## src/vmos_pkg.sv

```systemverilog
// Shared constants, carriers and state codes of the valve output mode select block
package vmos_pkg;

    // System clock and the documented pulse time
    localparam int CLK_HZ = 10_000_000;
    localparam int PULSE_TIME_MS = 500;
    localparam int PULSE_CYC = PULSE_TIME_MS * (CLK_HZ / 1000);
    // Half period of the hi/lo flash, chosen for a readable blink
    localparam int FLASH_TIME_MS = 250;
    localparam int FLASH_CYC = FLASH_TIME_MS * (CLK_HZ / 1000);

    // Register port geometry and offsets
    localparam int ADDR_W = 4;
    localparam logic [ADDR_W-1:0] OFS_MODE = 4'h0;
    localparam logic [ADDR_W-1:0] OFS_STATUS = 4'h4;
    localparam logic [ADDR_W-1:0] OFS_CURRENT = 4'h8;

    // Status register bit positions
    localparam int ST_VALVE = 0;
    localparam int ST_VALVE3 = 1;
    localparam int ST_OOW = 2;
    localparam int ST_FLASH = 3;
    localparam int ST_LOCK = 4;

    // Mode codes, held as two BCD digits
    localparam logic [7:0] MODE_RESET = 8'h00;
    localparam logic [7:0] MODE_EOS_PULSE = 8'h06;
    localparam logic [7:0] MODE_AIR_OIL = 8'h07;
    localparam logic [7:0] MODE_RETRACT = 8'h08;
    localparam logic [7:0] MODE_HALF_CYC = 8'h09;
    localparam logic [7:0] MODE_ANY_ERR = 8'h10;
    localparam logic [7:0] MODE_TEMP = 8'h11;
    localparam logic [7:0] MODE_FLASH = 8'h12;
    localparam logic [7:0] MODE_FLASH_V3 = 8'h13;
    localparam logic [7:0] MODE_FLASH_ABORT = 8'h14;
    localparam logic [7:0] MODE_HW_ERR = 8'h15;
    localparam logic [7:0] MODE_THY_ERR = 8'h16;
    localparam logic [7:0] MODE_MISC_ERR = 8'h17;
    localparam logic [7:0] MODE_FULL_COND = 8'h18;
    localparam logic [7:0] MODE_WELD_ONLY = 8'h19;
    localparam logic [7:0] MODE_INTERLOCK = 8'h20;
    localparam logic [7:0] MODE_SEND_LAST = 8'h22;
    localparam logic [7:0] MODE_SEND_OOW = 8'h23;
    localparam logic [7:0] MODE_SHOW = 8'h25;
    localparam logic [7:0] MODE_HOLD_STOP = 8'h26;
    localparam logic [7:0] MODE_ABORT_V3 = 8'h27;
    localparam logic [7:0] MODE_EOS_V3 = 8'h28;

    // Error codes for the error display
    localparam logic [7:0] ERR_NONE = 8'h00;
    localparam logic [7:0] ERR_TEMP = 8'h01;
    localparam logic [7:0] ERR_FULL_COND = 8'h13;
    localparam logic [7:0] ERR_THYRISTOR = 8'h25;

    localparam int CUR_W = 16;

    // Interlock tracker states
    typedef enum logic [2:0] {
        LOCK_IDLE = 3'b001,
        LOCK_SQZ = 3'b010,
        LOCK_ON = 3'b100
    } vmos_lock_e;

    // Signals from the sequencer, fault and current monitors
    typedef struct packed {
        logic end_of_sequence;
        logic seq_start;
        logic in_squeeze;
        logic in_weld;
        logic weld_mode;
        logic no_weld_input_one_closed;
        logic retract_req;
        logic any_error;
        logic no_weld;
        logic program_mode;
        logic emergency_stop;
        logic constant_current;
        logic meas_valid;
        logic out_of_window;
        logic last_weld;
        logic temp_switch_open;
        logic hardware_error;
        logic relay_error;
        logic shorted_thyristor;
        logic second_supply_line_missing;
        logic temperature_limit_switch_error;
        logic memory_error;
        logic automatic_compensation_error;
        logic end_of_stepper;
        logic full_conduction;
        logic [CUR_W-1:0] current;
    } vmos_seq_s;

    // Everything the block drives except the read data
    typedef struct packed {
        logic valve_out;
        logic valve3;
        logic hi_lo_indicator;
        logic hi_lo_steady;
        logic eos_indicate;
        logic abort_seq;
        logic halt_in_hold;
        logic retraction_mode;
        logic half_cycle_mode;
        logic air_oil_retract;
        logic report_req;
        logic display_current_en;
        logic [7:0] error_code_display;
        logic [CUR_W-1:0] report_current;
    } vmos_out_s;

endpackage

```

## src/vmos_valve_output.sv

```systemverilog
// Mode-selected valve output logic of the weld sequence control
// Operation
// - Mode 06: output on half second after end
// - Mode 07: air-over-oil retraction drives output
// - Mode 08 retraction, mode 09 half cycle weld
// - Mode 10: on for errors, stop, no-weld states
// - Mode 11: on while temperature switch open, code 01
// - Mode 12: flash hi/lo when out of window
// - Mode 13: flash and valve 3 half second
// - Mode 14: flash and abort the sequence
// - Mode 15: on for hardware or relay error
// - Mode 16: on for thyristor short, code 25
// - Mode 17: on for assorted control faults
// - Mode 18: on for full conduction, code 13
// - Mode 19: on in weld with input closed
// - Mode 20: on after squeeze through weld
// - Mode 22: report after bad or last weld
// - Mode 23: report only when out of window
// - Mode 25: show hi/lo, end and current
// - Mode 26: flash and halt in hold
// - Mode 27: flash, abort, valve 3 half second
// - Mode 28: show end, valve 3 half second on good weld
//
// Design decisions made here: the placing of the registers and the strobed register port.
module vmos_valve_output
    import vmos_pkg::*;
#(
    parameter int PULSE_CYCLES = PULSE_CYC,
    parameter int FLASH_CYCLES = FLASH_CYC
) (
    input wire logic clk,
    input wire logic rst_b,
    input wire logic [ADDR_W-1:0] addr,
    input wire logic [31:0] wdata,
    input wire logic wr,
    input wire logic rd,
    output logic [31:0] rdata,
    input wire vmos_seq_s seq,
    output vmos_out_s outs
);

    localparam int FW = $clog2(FLASH_CYCLES + 1);
    localparam logic [FW-1:0] FLASH_LAST = FW'(FLASH_CYCLES - 1);

    // Whole state of the block apart from the two pulse timers
    typedef struct packed {
        logic [7:0] mode;        // Selected mode code
        logic oow;               // Last result out of window
        vmos_lock_e lock;        // Interlock tracker
        logic [FW-1:0] flash_cnt; // Flash half-period divider
        logic flash;             // Flash phase
        logic [CUR_W-1:0] cur;   // Last measured current
        logic [31:0] rdata;      // Read data for the cycle after a read
        vmos_out_s o;            // Registered outputs
    } vmos_state_s;

    vmos_state_s st_r;
    vmos_state_s st_nxt;

    logic p6_start; // Start of the end-of-sequence pulse
    logic p6_busy;
    logic p3_start; // Start of a valve 3 pulse
    logic p3_busy;
    logic oow_evt;  // Fresh out-of-window result
    logic flash_mode; // Mode flashes the hi/lo lamp

    // Refuse rates that the divider and timers cannot serve
    generate
        if (PULSE_CYCLES < 1 || FLASH_CYCLES < 2) begin : g_chk
            $error("vmos_valve_output: cycle counts too small");
        end
    endgenerate

    // Flash-style modes share the divider
    function automatic logic is_flash(input logic [7:0] m);
        return m == MODE_FLASH || m == MODE_FLASH_V3 || m == MODE_FLASH_ABORT
            || m == MODE_HOLD_STOP || m == MODE_ABORT_V3;
    endfunction

    // Error display code, worst fault first
    function automatic logic [7:0] err_code(input vmos_seq_s s);
        if (s.temp_switch_open) begin
            return ERR_TEMP;
        end else if (s.full_conduction) begin
            return ERR_FULL_COND;
        end else if (s.shorted_thyristor || s.second_supply_line_missing) begin
            return ERR_THYRISTOR;
        end
        return ERR_NONE;
    endfunction

    assign oow_evt = seq.meas_valid && seq.out_of_window;
    assign flash_mode = is_flash(st_r.mode);

    // Pulse triggers; mode 28 needs a good weld in weld mode with the input closed
    always_comb begin
        p6_start = (st_r.mode == MODE_EOS_PULSE) && seq.end_of_sequence;
        p3_start = ((st_r.mode == MODE_FLASH_V3 || st_r.mode == MODE_ABORT_V3)
                    && oow_evt)
            || (st_r.mode == MODE_EOS_V3 && seq.end_of_sequence && !st_r.oow
                && seq.weld_mode && seq.no_weld_input_one_closed);
    end

    // Half-second output pulse for mode 06
    vmos_pulse_timer #(
        .CYCLES(PULSE_CYCLES)
    ) u_eos_pulse (
        .clk(clk),
        .rst_b(rst_b),
        .start(p6_start),
        .busy(p6_busy)
    );

    // Half-second valve 3 pulse shared by modes 13, 27 and 28
    vmos_pulse_timer #(
        .CYCLES(PULSE_CYCLES)
    ) u_valve3_pulse (
        .clk(clk),
        .rst_b(rst_b),
        .start(p3_start),
        .busy(p3_busy)
    );

    // Next state: registers, result latch, interlock, flash and outputs
    always_comb begin
        st_nxt = st_r;
        st_nxt.rdata = '0;
        // Single mode register, so one code per output
        if (wr && addr == OFS_MODE) begin
            st_nxt.mode = wdata[7:0];
        end
        // Software clear loses to a new result in the same cycle
        if (seq.seq_start || (wr && addr == OFS_STATUS && wdata[ST_OOW])) begin
            st_nxt.oow = 1'b0;
        end
        if (seq.meas_valid) begin
            st_nxt.oow = seq.out_of_window;
            st_nxt.cur = seq.current;
        end
        // Interlock: arm in squeeze, on when squeeze ends, off when weld ends
        unique case (st_r.lock)
            LOCK_IDLE: begin
                if (seq.in_squeeze) begin
                    st_nxt.lock = LOCK_SQZ;
                end
            end
            LOCK_SQZ: begin
                if (!seq.in_squeeze) begin
                    st_nxt.lock = LOCK_ON;
                end
            end
            LOCK_ON: begin
                if (!seq.in_weld) begin
                    st_nxt.lock = LOCK_IDLE;
                end
            end
            default: begin
                st_nxt.lock = LOCK_IDLE;
            end
        endcase
        // Flash divider runs only while flashing is due
        if (flash_mode && oow_evt) begin
            // A fresh bad result restarts the blink lit, even mid-flash
            st_nxt.flash_cnt = '0;
            st_nxt.flash = 1'b1;
        end else if (flash_mode && st_nxt.oow) begin
            if (st_r.flash_cnt == FLASH_LAST) begin
                st_nxt.flash_cnt = '0;
                st_nxt.flash = !st_r.flash;
            end else begin
                st_nxt.flash_cnt = st_r.flash_cnt + 1'b1;
            end
        end else begin
            st_nxt.flash_cnt = '0;
            st_nxt.flash = 1'b1; // Lamp lights at once on a fresh result
        end
        // Outputs, cleared then set by the selected mode
        st_nxt.o = '0;
        st_nxt.o.error_code_display = err_code(seq);
        st_nxt.o.report_current = seq.meas_valid ? seq.current : st_r.cur;
        st_nxt.o.hi_lo_indicator = flash_mode && st_nxt.oow
            && st_nxt.flash;
        case (st_r.mode)
            MODE_EOS_PULSE: begin
                st_nxt.o.valve_out = p6_busy;
            end
            MODE_AIR_OIL: begin
                st_nxt.o.air_oil_retract = 1'b1;
                st_nxt.o.valve_out = seq.retract_req;
            end
            MODE_RETRACT: begin
                st_nxt.o.retraction_mode = 1'b1;
                st_nxt.o.valve_out = seq.retract_req;
            end
            MODE_HALF_CYC: begin
                st_nxt.o.half_cycle_mode = 1'b1;
            end
            MODE_ANY_ERR: begin
                st_nxt.o.valve_out = seq.any_error || seq.no_weld || seq.program_mode
                    || seq.emergency_stop
                    || (seq.constant_current && st_nxt.oow);
            end
            MODE_TEMP: begin
                st_nxt.o.valve_out = seq.temp_switch_open;
            end
            MODE_FLASH_V3: begin
                st_nxt.o.valve3 = p3_busy;
            end
            MODE_FLASH_ABORT: begin
                st_nxt.o.abort_seq = oow_evt;
            end
            MODE_HW_ERR: begin
                st_nxt.o.valve_out = seq.hardware_error || seq.relay_error;
            end
            MODE_THY_ERR: begin
                st_nxt.o.valve_out = seq.shorted_thyristor
                    || seq.second_supply_line_missing;
            end
            MODE_MISC_ERR: begin
                st_nxt.o.valve_out = seq.temperature_limit_switch_error
                    || seq.memory_error || seq.automatic_compensation_error
                    || seq.end_of_stepper;
            end
            MODE_FULL_COND: begin
                st_nxt.o.valve_out = seq.full_conduction;
            end
            MODE_WELD_ONLY: begin
                st_nxt.o.valve_out = seq.in_weld && seq.weld_mode
                    && seq.no_weld_input_one_closed;
            end
            MODE_INTERLOCK: begin
                st_nxt.o.valve_out = (st_nxt.lock == LOCK_ON);
            end
            MODE_SEND_LAST: begin
                st_nxt.o.report_req = seq.meas_valid
                    && (seq.out_of_window || seq.last_weld);
            end
            MODE_SEND_OOW: begin
                st_nxt.o.report_req = oow_evt;
            end
            MODE_SHOW: begin
                st_nxt.o.hi_lo_steady = st_nxt.oow;
                st_nxt.o.eos_indicate = seq.end_of_sequence;
                st_nxt.o.display_current_en = 1'b1;
            end
            MODE_HOLD_STOP: begin
                st_nxt.o.halt_in_hold = st_nxt.oow;
            end
            MODE_ABORT_V3: begin
                st_nxt.o.abort_seq = oow_evt;
                st_nxt.o.valve3 = p3_busy;
            end
            MODE_EOS_V3: begin
                st_nxt.o.eos_indicate = seq.end_of_sequence;
                st_nxt.o.valve3 = p3_busy;
            end
            default: begin
                // Reserved, unlisted and flash-only codes leave the valve off
                st_nxt.o.valve_out = 1'b0;
            end
        endcase
        // Read data for the cycle after the strobe; unmapped reads give zero
        if (rd) begin
            unique case (addr)
                OFS_MODE: st_nxt.rdata = {24'h000000, st_r.mode};
                OFS_STATUS: st_nxt.rdata = {27'h0000000,
                    st_r.lock == LOCK_ON, st_r.o.hi_lo_indicator, st_r.oow,
                    st_r.o.valve3, st_r.o.valve_out};
                OFS_CURRENT: st_nxt.rdata = {16'h0000, st_r.cur};
                default: st_nxt.rdata = '0;
            endcase
        end
    end

    // State register
    always_ff @(posedge clk or negedge rst_b) begin
        if (!rst_b) begin
            st_r <= '{mode: MODE_RESET, lock: LOCK_IDLE, default: '0};
        end else begin
            st_r <= st_nxt;
        end
    end

    assign rdata = st_r.rdata;
    assign outs = st_r.o;
endmodule

```

## src/vmos_pulse_timer.sv

```systemverilog
// Retriggerable one-shot that times the half-second valve pulses
module vmos_pulse_timer
    import vmos_pkg::*;
#(
    parameter int CYCLES = PULSE_CYC,
    parameter int CW = $clog2(CYCLES + 1)
) (
    input wire logic clk,
    input wire logic rst_b,
    input wire logic start,
    output logic busy
);

    // Whole state: the remaining cycle count
    typedef struct packed {
        logic [CW-1:0] cnt;
    } vmos_tmr_s;

    localparam logic [CW-1:0] LOAD = CW'(CYCLES);

    vmos_tmr_s st_r;
    vmos_tmr_s st_nxt;

    // A zero length pulse cannot be timed
    generate
        if (CYCLES < 1) begin : g_chk
            $error("vmos_pulse_timer: CYCLES must be at least 1");
        end
    endgenerate

    // Load on start, then count down to zero
    always_comb begin
        st_nxt = st_r;
        if (start) begin
            st_nxt.cnt = LOAD;
        end else if (st_r.cnt != '0) begin
            st_nxt.cnt = st_r.cnt - 1'b1;
        end
    end

    // State register
    always_ff @(posedge clk or negedge rst_b) begin
        if (!rst_b) begin
            st_r <= '0;
        end else begin
            st_r <= st_nxt;
        end
    end

    // Busy for exactly CYCLES cycles after the last start
    assign busy = (st_r.cnt != '0);
endmodule

```

## config.mk

```make
export PLATFORM = sky130hd
export DESIGN_NAME = vmos_valve_output
export DESIGN_NICKNAME = d
export VERILOG_FILES = /design/src/vmos_pkg.sv /design/src/vmos_valve_output.sv /design/src/vmos_pulse_timer.sv
export SDC_FILE = /design/constraint.sdc
export NUM_CORES = 1
export LEC_CHECK = 0
export BUFFER_PORTS_ARGS = -buffer_cell sky130_fd_sc_hd__buf_2
export CELL_PAD_IN_SITES_DETAIL_PLACEMENT = 0
export CELL_PAD_IN_SITES_GLOBAL_PLACEMENT = 1
export CORE_ASPECT_RATIO = 1.75
export CORE_MARGIN = 3
export CORE_UTILIZATION = 45
export DETAILED_ROUTE_END_ITERATION = 8
export PLACE_DENSITY_LB_ADDON = 0.1
export SYNTH_ARGS = -nofsm -noshare
export SYNTH_HDL_FRONTEND = slang
export SYNTH_SLANG_ARGS = --single-unit
export TNS_END_PERCENT = 20
```

## constraint.sdc

```tcl
create_clock -name clk -period 3.8 [get_ports clk]
set_clock_uncertainty 0.05 [all_clocks]
set_input_delay 0.19 -clock clk [delete_from_list [all_inputs] [get_ports clk]]
set_output_delay 0.19 -clock clk [all_outputs]
set_load 0.05 [all_outputs]
```

==> After elaboration in Yosys (flattened, before gate mapping) <==
Cells that the tools add are included.
{ "classes": {"addsub": 3, "n_eq_ne": 28, "mux": 34, "n_reduce_logical": 45} }
{ "ops": {"columns": ["op", "n"], "rows": [
  ["2-to-1 mux 23 bit", 6],
  ["equality test 8 x 5 -> 1 bit, second input constant", 10],
  ["equality test 8 x 6 -> 1 bit, second input constant", 7],
  ["one-hot mux 16 bit (3 select lines)", 1],
  ["nonzero test 23 bit", 2],
  ["subtractor 23 x 1 -> 23 bit, second input constant", 2],
  ["2-to-1 mux 8 bit", 4],
  ["adder 22 x 1 -> 22 bit, second input constant", 1],
  ["equality test 22 bit, second input constant", 1],
  ["2-to-1 mux 22 bit", 1],
  ["logical AND 1 bit", 17],
  ["logical OR 1 bit", 17],
  ["equality test 8 x 3 -> 1 bit, second input constant", 2],
  ["equality test 8 x 4 -> 1 bit, second input constant", 2],
  ["2-to-1 mux 16 bit", 1],
  ["2-to-1 mux 1 bit", 15],
  ["one-hot mux 1 bit (10 select lines)", 1],
  ["2-to-1 mux 3 bit", 3],
  ["one-hot mux 3 bit (3 select lines)", 1],
  ["equality test 3 bit, second input constant", 2],
  ["OR reduction 2 bit", 3],
  ["equality test 4 x 3 -> 1 bit, second input constant", 1],
  ["equality test 4 bit, second input constant", 1],
  ["zero test 4 bit", 1],
  ["other kinds (6)", 8]
]} }
{ "word_totals": {"ff_bits": 149, "in_bits": 81, "output_inout_bits": 68, "wordCells": 132} }

==> Logic depth before layout (Yosys ltp) <==
{ "depth": {"depth_word": 10, "depth_mapped": 9, "depth_no_buf": 7} }

==> By module <==
Synthesis repeated with hierarchy kept, for this count alone.
{ "unflattened": {"cells_unflattened": 708, "area_unflattened_um2": 7334.5} }
{ "modules_own_cells": {"columns": ["module", "instances", "cells_each", "area_per_inst_um2", "seq_area_each_um2"], "rows": [
  ["vmos_valve_output", 1, 410, 4486.8, 2053.2],
  ["vmos_pulse_timer", 2, 149, 1423.9, 575.6]
]} }

==> Worst setup path before layout <==
Ideal clock, no wire load.
{ "synth_path": {"kind": "reg-to-reg", "startpoint": "reg u_valve3_pulse.st_r[0] in the netlist's numbering", "endpoint": "reg u_valve3_pulse.st_r[19] in the netlist's numbering", "setup_ns": 0.132, "arrival_ns": 2.150, "t_required_ns": 3.618, "slack_ns": 1.469, "stages_incl_launch_ff": 9, "n_path_buf": 1, "period_less_slack_ns": 2.331, "cell_sequence": "dfrtp_1 inv_1 ha_1 or3b_2 or3_1 buf_6 o211ai_4 nor3_1 or3b_1"} }
{ "synth_via": {"elab_chain_cells": 3, "elab_cells_between_ends": 5, "cone_classes": "add/sub: 1; mux: 2; reduce/logical: 2"} }
{ "synth_rtl": {"columns": ["element", "line_no", "text"], "rows": [
  ["from (decl)", "vmos_pulse_timer.sv:21", "vmos_tmr_s st_r;"],
  ["from (signal assigned)", "vmos_pulse_timer.sv:46", "st_r <= st_nxt;"],
  ["subtractor 23 x 1 -> 23 bit", "vmos_pulse_timer.sv:37", "st_nxt.cnt = st_r.cnt - 1'b1;"],
  ["2-to-1 mux 23 bit", "vmos_pulse_timer.sv:36", "end else if (st_r.cnt != '0) begin"],
  ["2-to-1 mux 23 bit", "vmos_pulse_timer.sv:34", "if (start) begin"]
]} }
Several ways; a longest one is shown, not always the timed one. The select of a mux whose other input is x is not followed.
A chain may end at the register's enable or synchronous reset.

==> Final worst setup path <==
{ "layout_path": {"startpoint": "reg u_valve3_pulse.st_r[0] in the netlist's numbering", "endpoint": "reg u_valve3_pulse.st_r[11] in the netlist's numbering"} }
Same word-level chain as after synthesis.

==> results.py <==
metrics = {
    "logic_synthesis": {
        "synth-main-ff-cell": "dfrtp_1",
        "synth_warnings": 0,
        "synth_area_um2": 6660,
        "async_flop_share_pct": 100,
        "synth_edf_count": 0,
        "yosysSeqAreaShare_pct": 48.1,
        "yosys_register_bits": 128,
        "syn_avg_cell_area_um2": 9.99,
        "syn_inst": 667,
        "synth.distinct_cells": 62,
    },
    "timing": {
        "slew_violations": 0,
        "relSlewSlack_pct": 27.7,
        "finalSetupViolations": 0,
        "worst_pin_slew_ns": 1.08,
        "fin_setup_tns_ns": 0,
        "fin_crit_sh_pct": 74.0,
        "rsz0062_at_grt": "no",
        "clock.fmax_mhz": 356,
        "min_period_ns": 2.81,
        "hold_violations": 0,
    },
    "floorplan": {
        "row_count": 58,
        "fp.dieH_um": 167,
        "start_util_pct": 46.1,
        "core_area_um2": 14400,
        "io_pins": 149,
        "die_w_um": 98.0,
        "dieArea_um2": 16400,
    },
    "critical_path": {
        "reg2reg_slack_ns": 0.99,
        "cpPeakStageDelay_ns": 0.65,
        "path_cells": "inv_1 -> ha_1 -> or3b_2 -> or3_1 -> nor2_2 -> nor3_1 -> or3b_1",
        "crit_required_ns": 4.03,
        "end_kind": "register",
        "crit_type": "register to register",
        "crit_slowest_cell": "or3_1",
        "critPathArrivalTime_ns": 3.04,
        "start_kind": "register",
        "worst-path-max-fanout": 19,
    },
    "drt": {
        "wire_per_inst_um": 16.2,
        "drcViolationCount": 0,
        "routed_wl_um": 15400,
        "drtIter0Drc": 224,
        "ant_nets": 0,
        "vias_per_cell": 5.28,
        "vias": 5030,
        "firstDrtPassIters": 5,
    },
    "clocking": {
        "cts_buffer_depth": 2,
        "tritoncts": "done",
        "post-cts-setup-buffer-count": 0,
        "cts_root_buf": "clkbuf_16",
        "cts-htree-levels": 4,
        "clk_pin_slew_ns": 0.05,
        "cts_resized": 0,
        "cts.sinks": 128,
        "numCtsBuffers": 17,
        "clk_latency_ns": 0.41,
        "hold_buffers": 32,
    },
    "job": {
        "drv_cap": 0,
    },
    "run_status": {
        "status": "completed",
    },
    "final_layout": {
        "syn_to_final_growth_pct": 19.0,
        "nFillCells": 1311,
        "drive_gt1_share_pct": 24.1,
        "mostFrequentLayoutCell": "dfrtp_1",
        "multi_input_area_um2": 2890,
        "nets": 842,
        "layout_common_cells": "127 x dfrtp_1, 104 x buf_2, 84 x nor2_1",
        "regArea_um2": 3200,
    },
    "power": {
        "leakagePower_uw": 0.00332,
        "irDropWorstVdd_mv": 0.359,
        "p_total_uw": 4530,
        "p_per_area_nw_per_um2": 571,
    },
    "global_routing": {
        "grt_pass1_vias": 5191,
        "grt_max_degree": 75,
        "antenna_found_initial": 1,
        "overflow": 0,
        "grtUsageTotal_pct": 19.4,
        "grt_pass1_wl_um": 25800,
    },
    "place": {
        "hpwlAfterDp_um": 10900,
        "gp_congestion": 0.828,
        "port_buffers": 105,
    },
    "worst_hold_path": {
        "min_path_type": "input pin to register",
    },
}
[cells in the mapped netlist (13+ instances only)]
| cell | n | area share (%) |
|---|---|---|
| nand2_1 | 41 | 2.3 |
| buf_4 | 69 | 7.8 |
| clkbuf_1 | 13 | 0.73 |
| mux2_2 | 24 | 4.1 |
| xor2_1 | 25 | 3.3 |
| nor4_1 | 14 | 1.3 |
| xnor2_1 | 19 | 2.5 |
| a21oi_1 | 25 | 1.9 |
| nor3_1 | 24 | 1.8 |
| dfrtp_1 | 127 | 48 |
| nand3_1 | 19 | 1.4 |
| o21ai_0 | 23 | 1.7 |
| nor2_1 | 84 | 4.7 |
[power by group]
part           switching (µW)  internal [µW]  leakage [µW]  total [µW]
clock network             608           1300      0.000334        1910
registers                 251           1570       0.00155        1820
logic                     468            330       0.00144         798
[critical path, delay by kind of cell, from the launching register on]
family	cells	cell delay, ns
DFF	1	0.40
adders and majority gates	1	0.22
and+or+nand+nor	5	1.90
buffers and inverters	1	0.11
[worst paths after layout]
path / from / to / cells past startpoint
worst max-delay path: u_valve3_pulse.st_r[0]$_DFFE_PN0P_ / u_valve3_pulse.st_r[11]$_DFFE_PN0P_ / 7
worst min-delay path: seq[40] / outs[31]$_DFF_PN0_ / 3
worst max register to register: u_valve3_pulse.st_r[0]$_DFFE_PN0P_ / u_valve3_pulse.st_r[11]$_DFFE_PN0P_ / 7
worst min register to register: st_r[85]$_DFF_PN0_ / st_r[85]$_DFF_PN0_ / 1
max in group asynchronous: rst_b / st_r[107]$_DFF_PN1_ / 3
min in group asynchronous: rst_b / outs[12]$_DFFE_PN0P_ / 2
[registers in the layout (all words and copies together), names as in the netlist]
signal and flops:
u_eos_pulse.st_r 23, u_valve3_pulse.st_r 23, rdata 16, st_r 35, outs 31
[per-stage QoR]
stage          instance area [µm²]  hold slack (ns)  util, %  std cells  setup slack, ns
3_5_place_dp                  6910            0.324     47.9        887            0.991
2_1_floorplan                 6730           -0.156        -        685             1.47
3_3_place_gp                  6910            0.318     47.9        887             1.04
6_report                      7930           0.0370     54.9        952            0.988
5_1_grt                       7930           0.0443     54.9        952            0.725
4_1_cts                       7930           0.0248     54.9        951            0.968
[cells by family (layout without fill, tap and decap cells)]
kind of cell / count (synthesis) / after routing / synth area share (%)
adders and majority gates: 3 / 3 / 0.564
buffers and inverters: 97 / 183 / 9.62
muxes: 33 / 33 / 5.41
other: 1 / 20 / 0.0563
xor gates and xnor gates: 44 / 44 / 5.79
AOI/OAI and AO/OA: 77 / 77 / 7.33
DFF: 128 / 128 / 48.1
and+or+nand+nor: 284 / 284 / 23.1
[cell type report]
type	count	area share, %
diodes	1	0.0316
multi-input cells	460	36.4
inverters	10	0.473
well taps	180	2.84
repair buffers	141	11.1
flip-flops and latches	128	40.4
clock buffers	18	5.41
clock inverters	14	3.31
[layer usage]
layer / GRT usage [%] / wire length (µm) / part of all wire [%] / up-vias
li1: - / - / - / 2434
met3: 3.65 / 612 / 4.0 / 22
met5: 0 / 0 / 0 / -
met4: 7.90 / 346 / 2.2 / 0
met1: 22.8 / 6180 / 40 / 2453
met2: 34.5 / 8280 / 54 / 121
No activity file was read; power rests on OpenSTA's default activity.
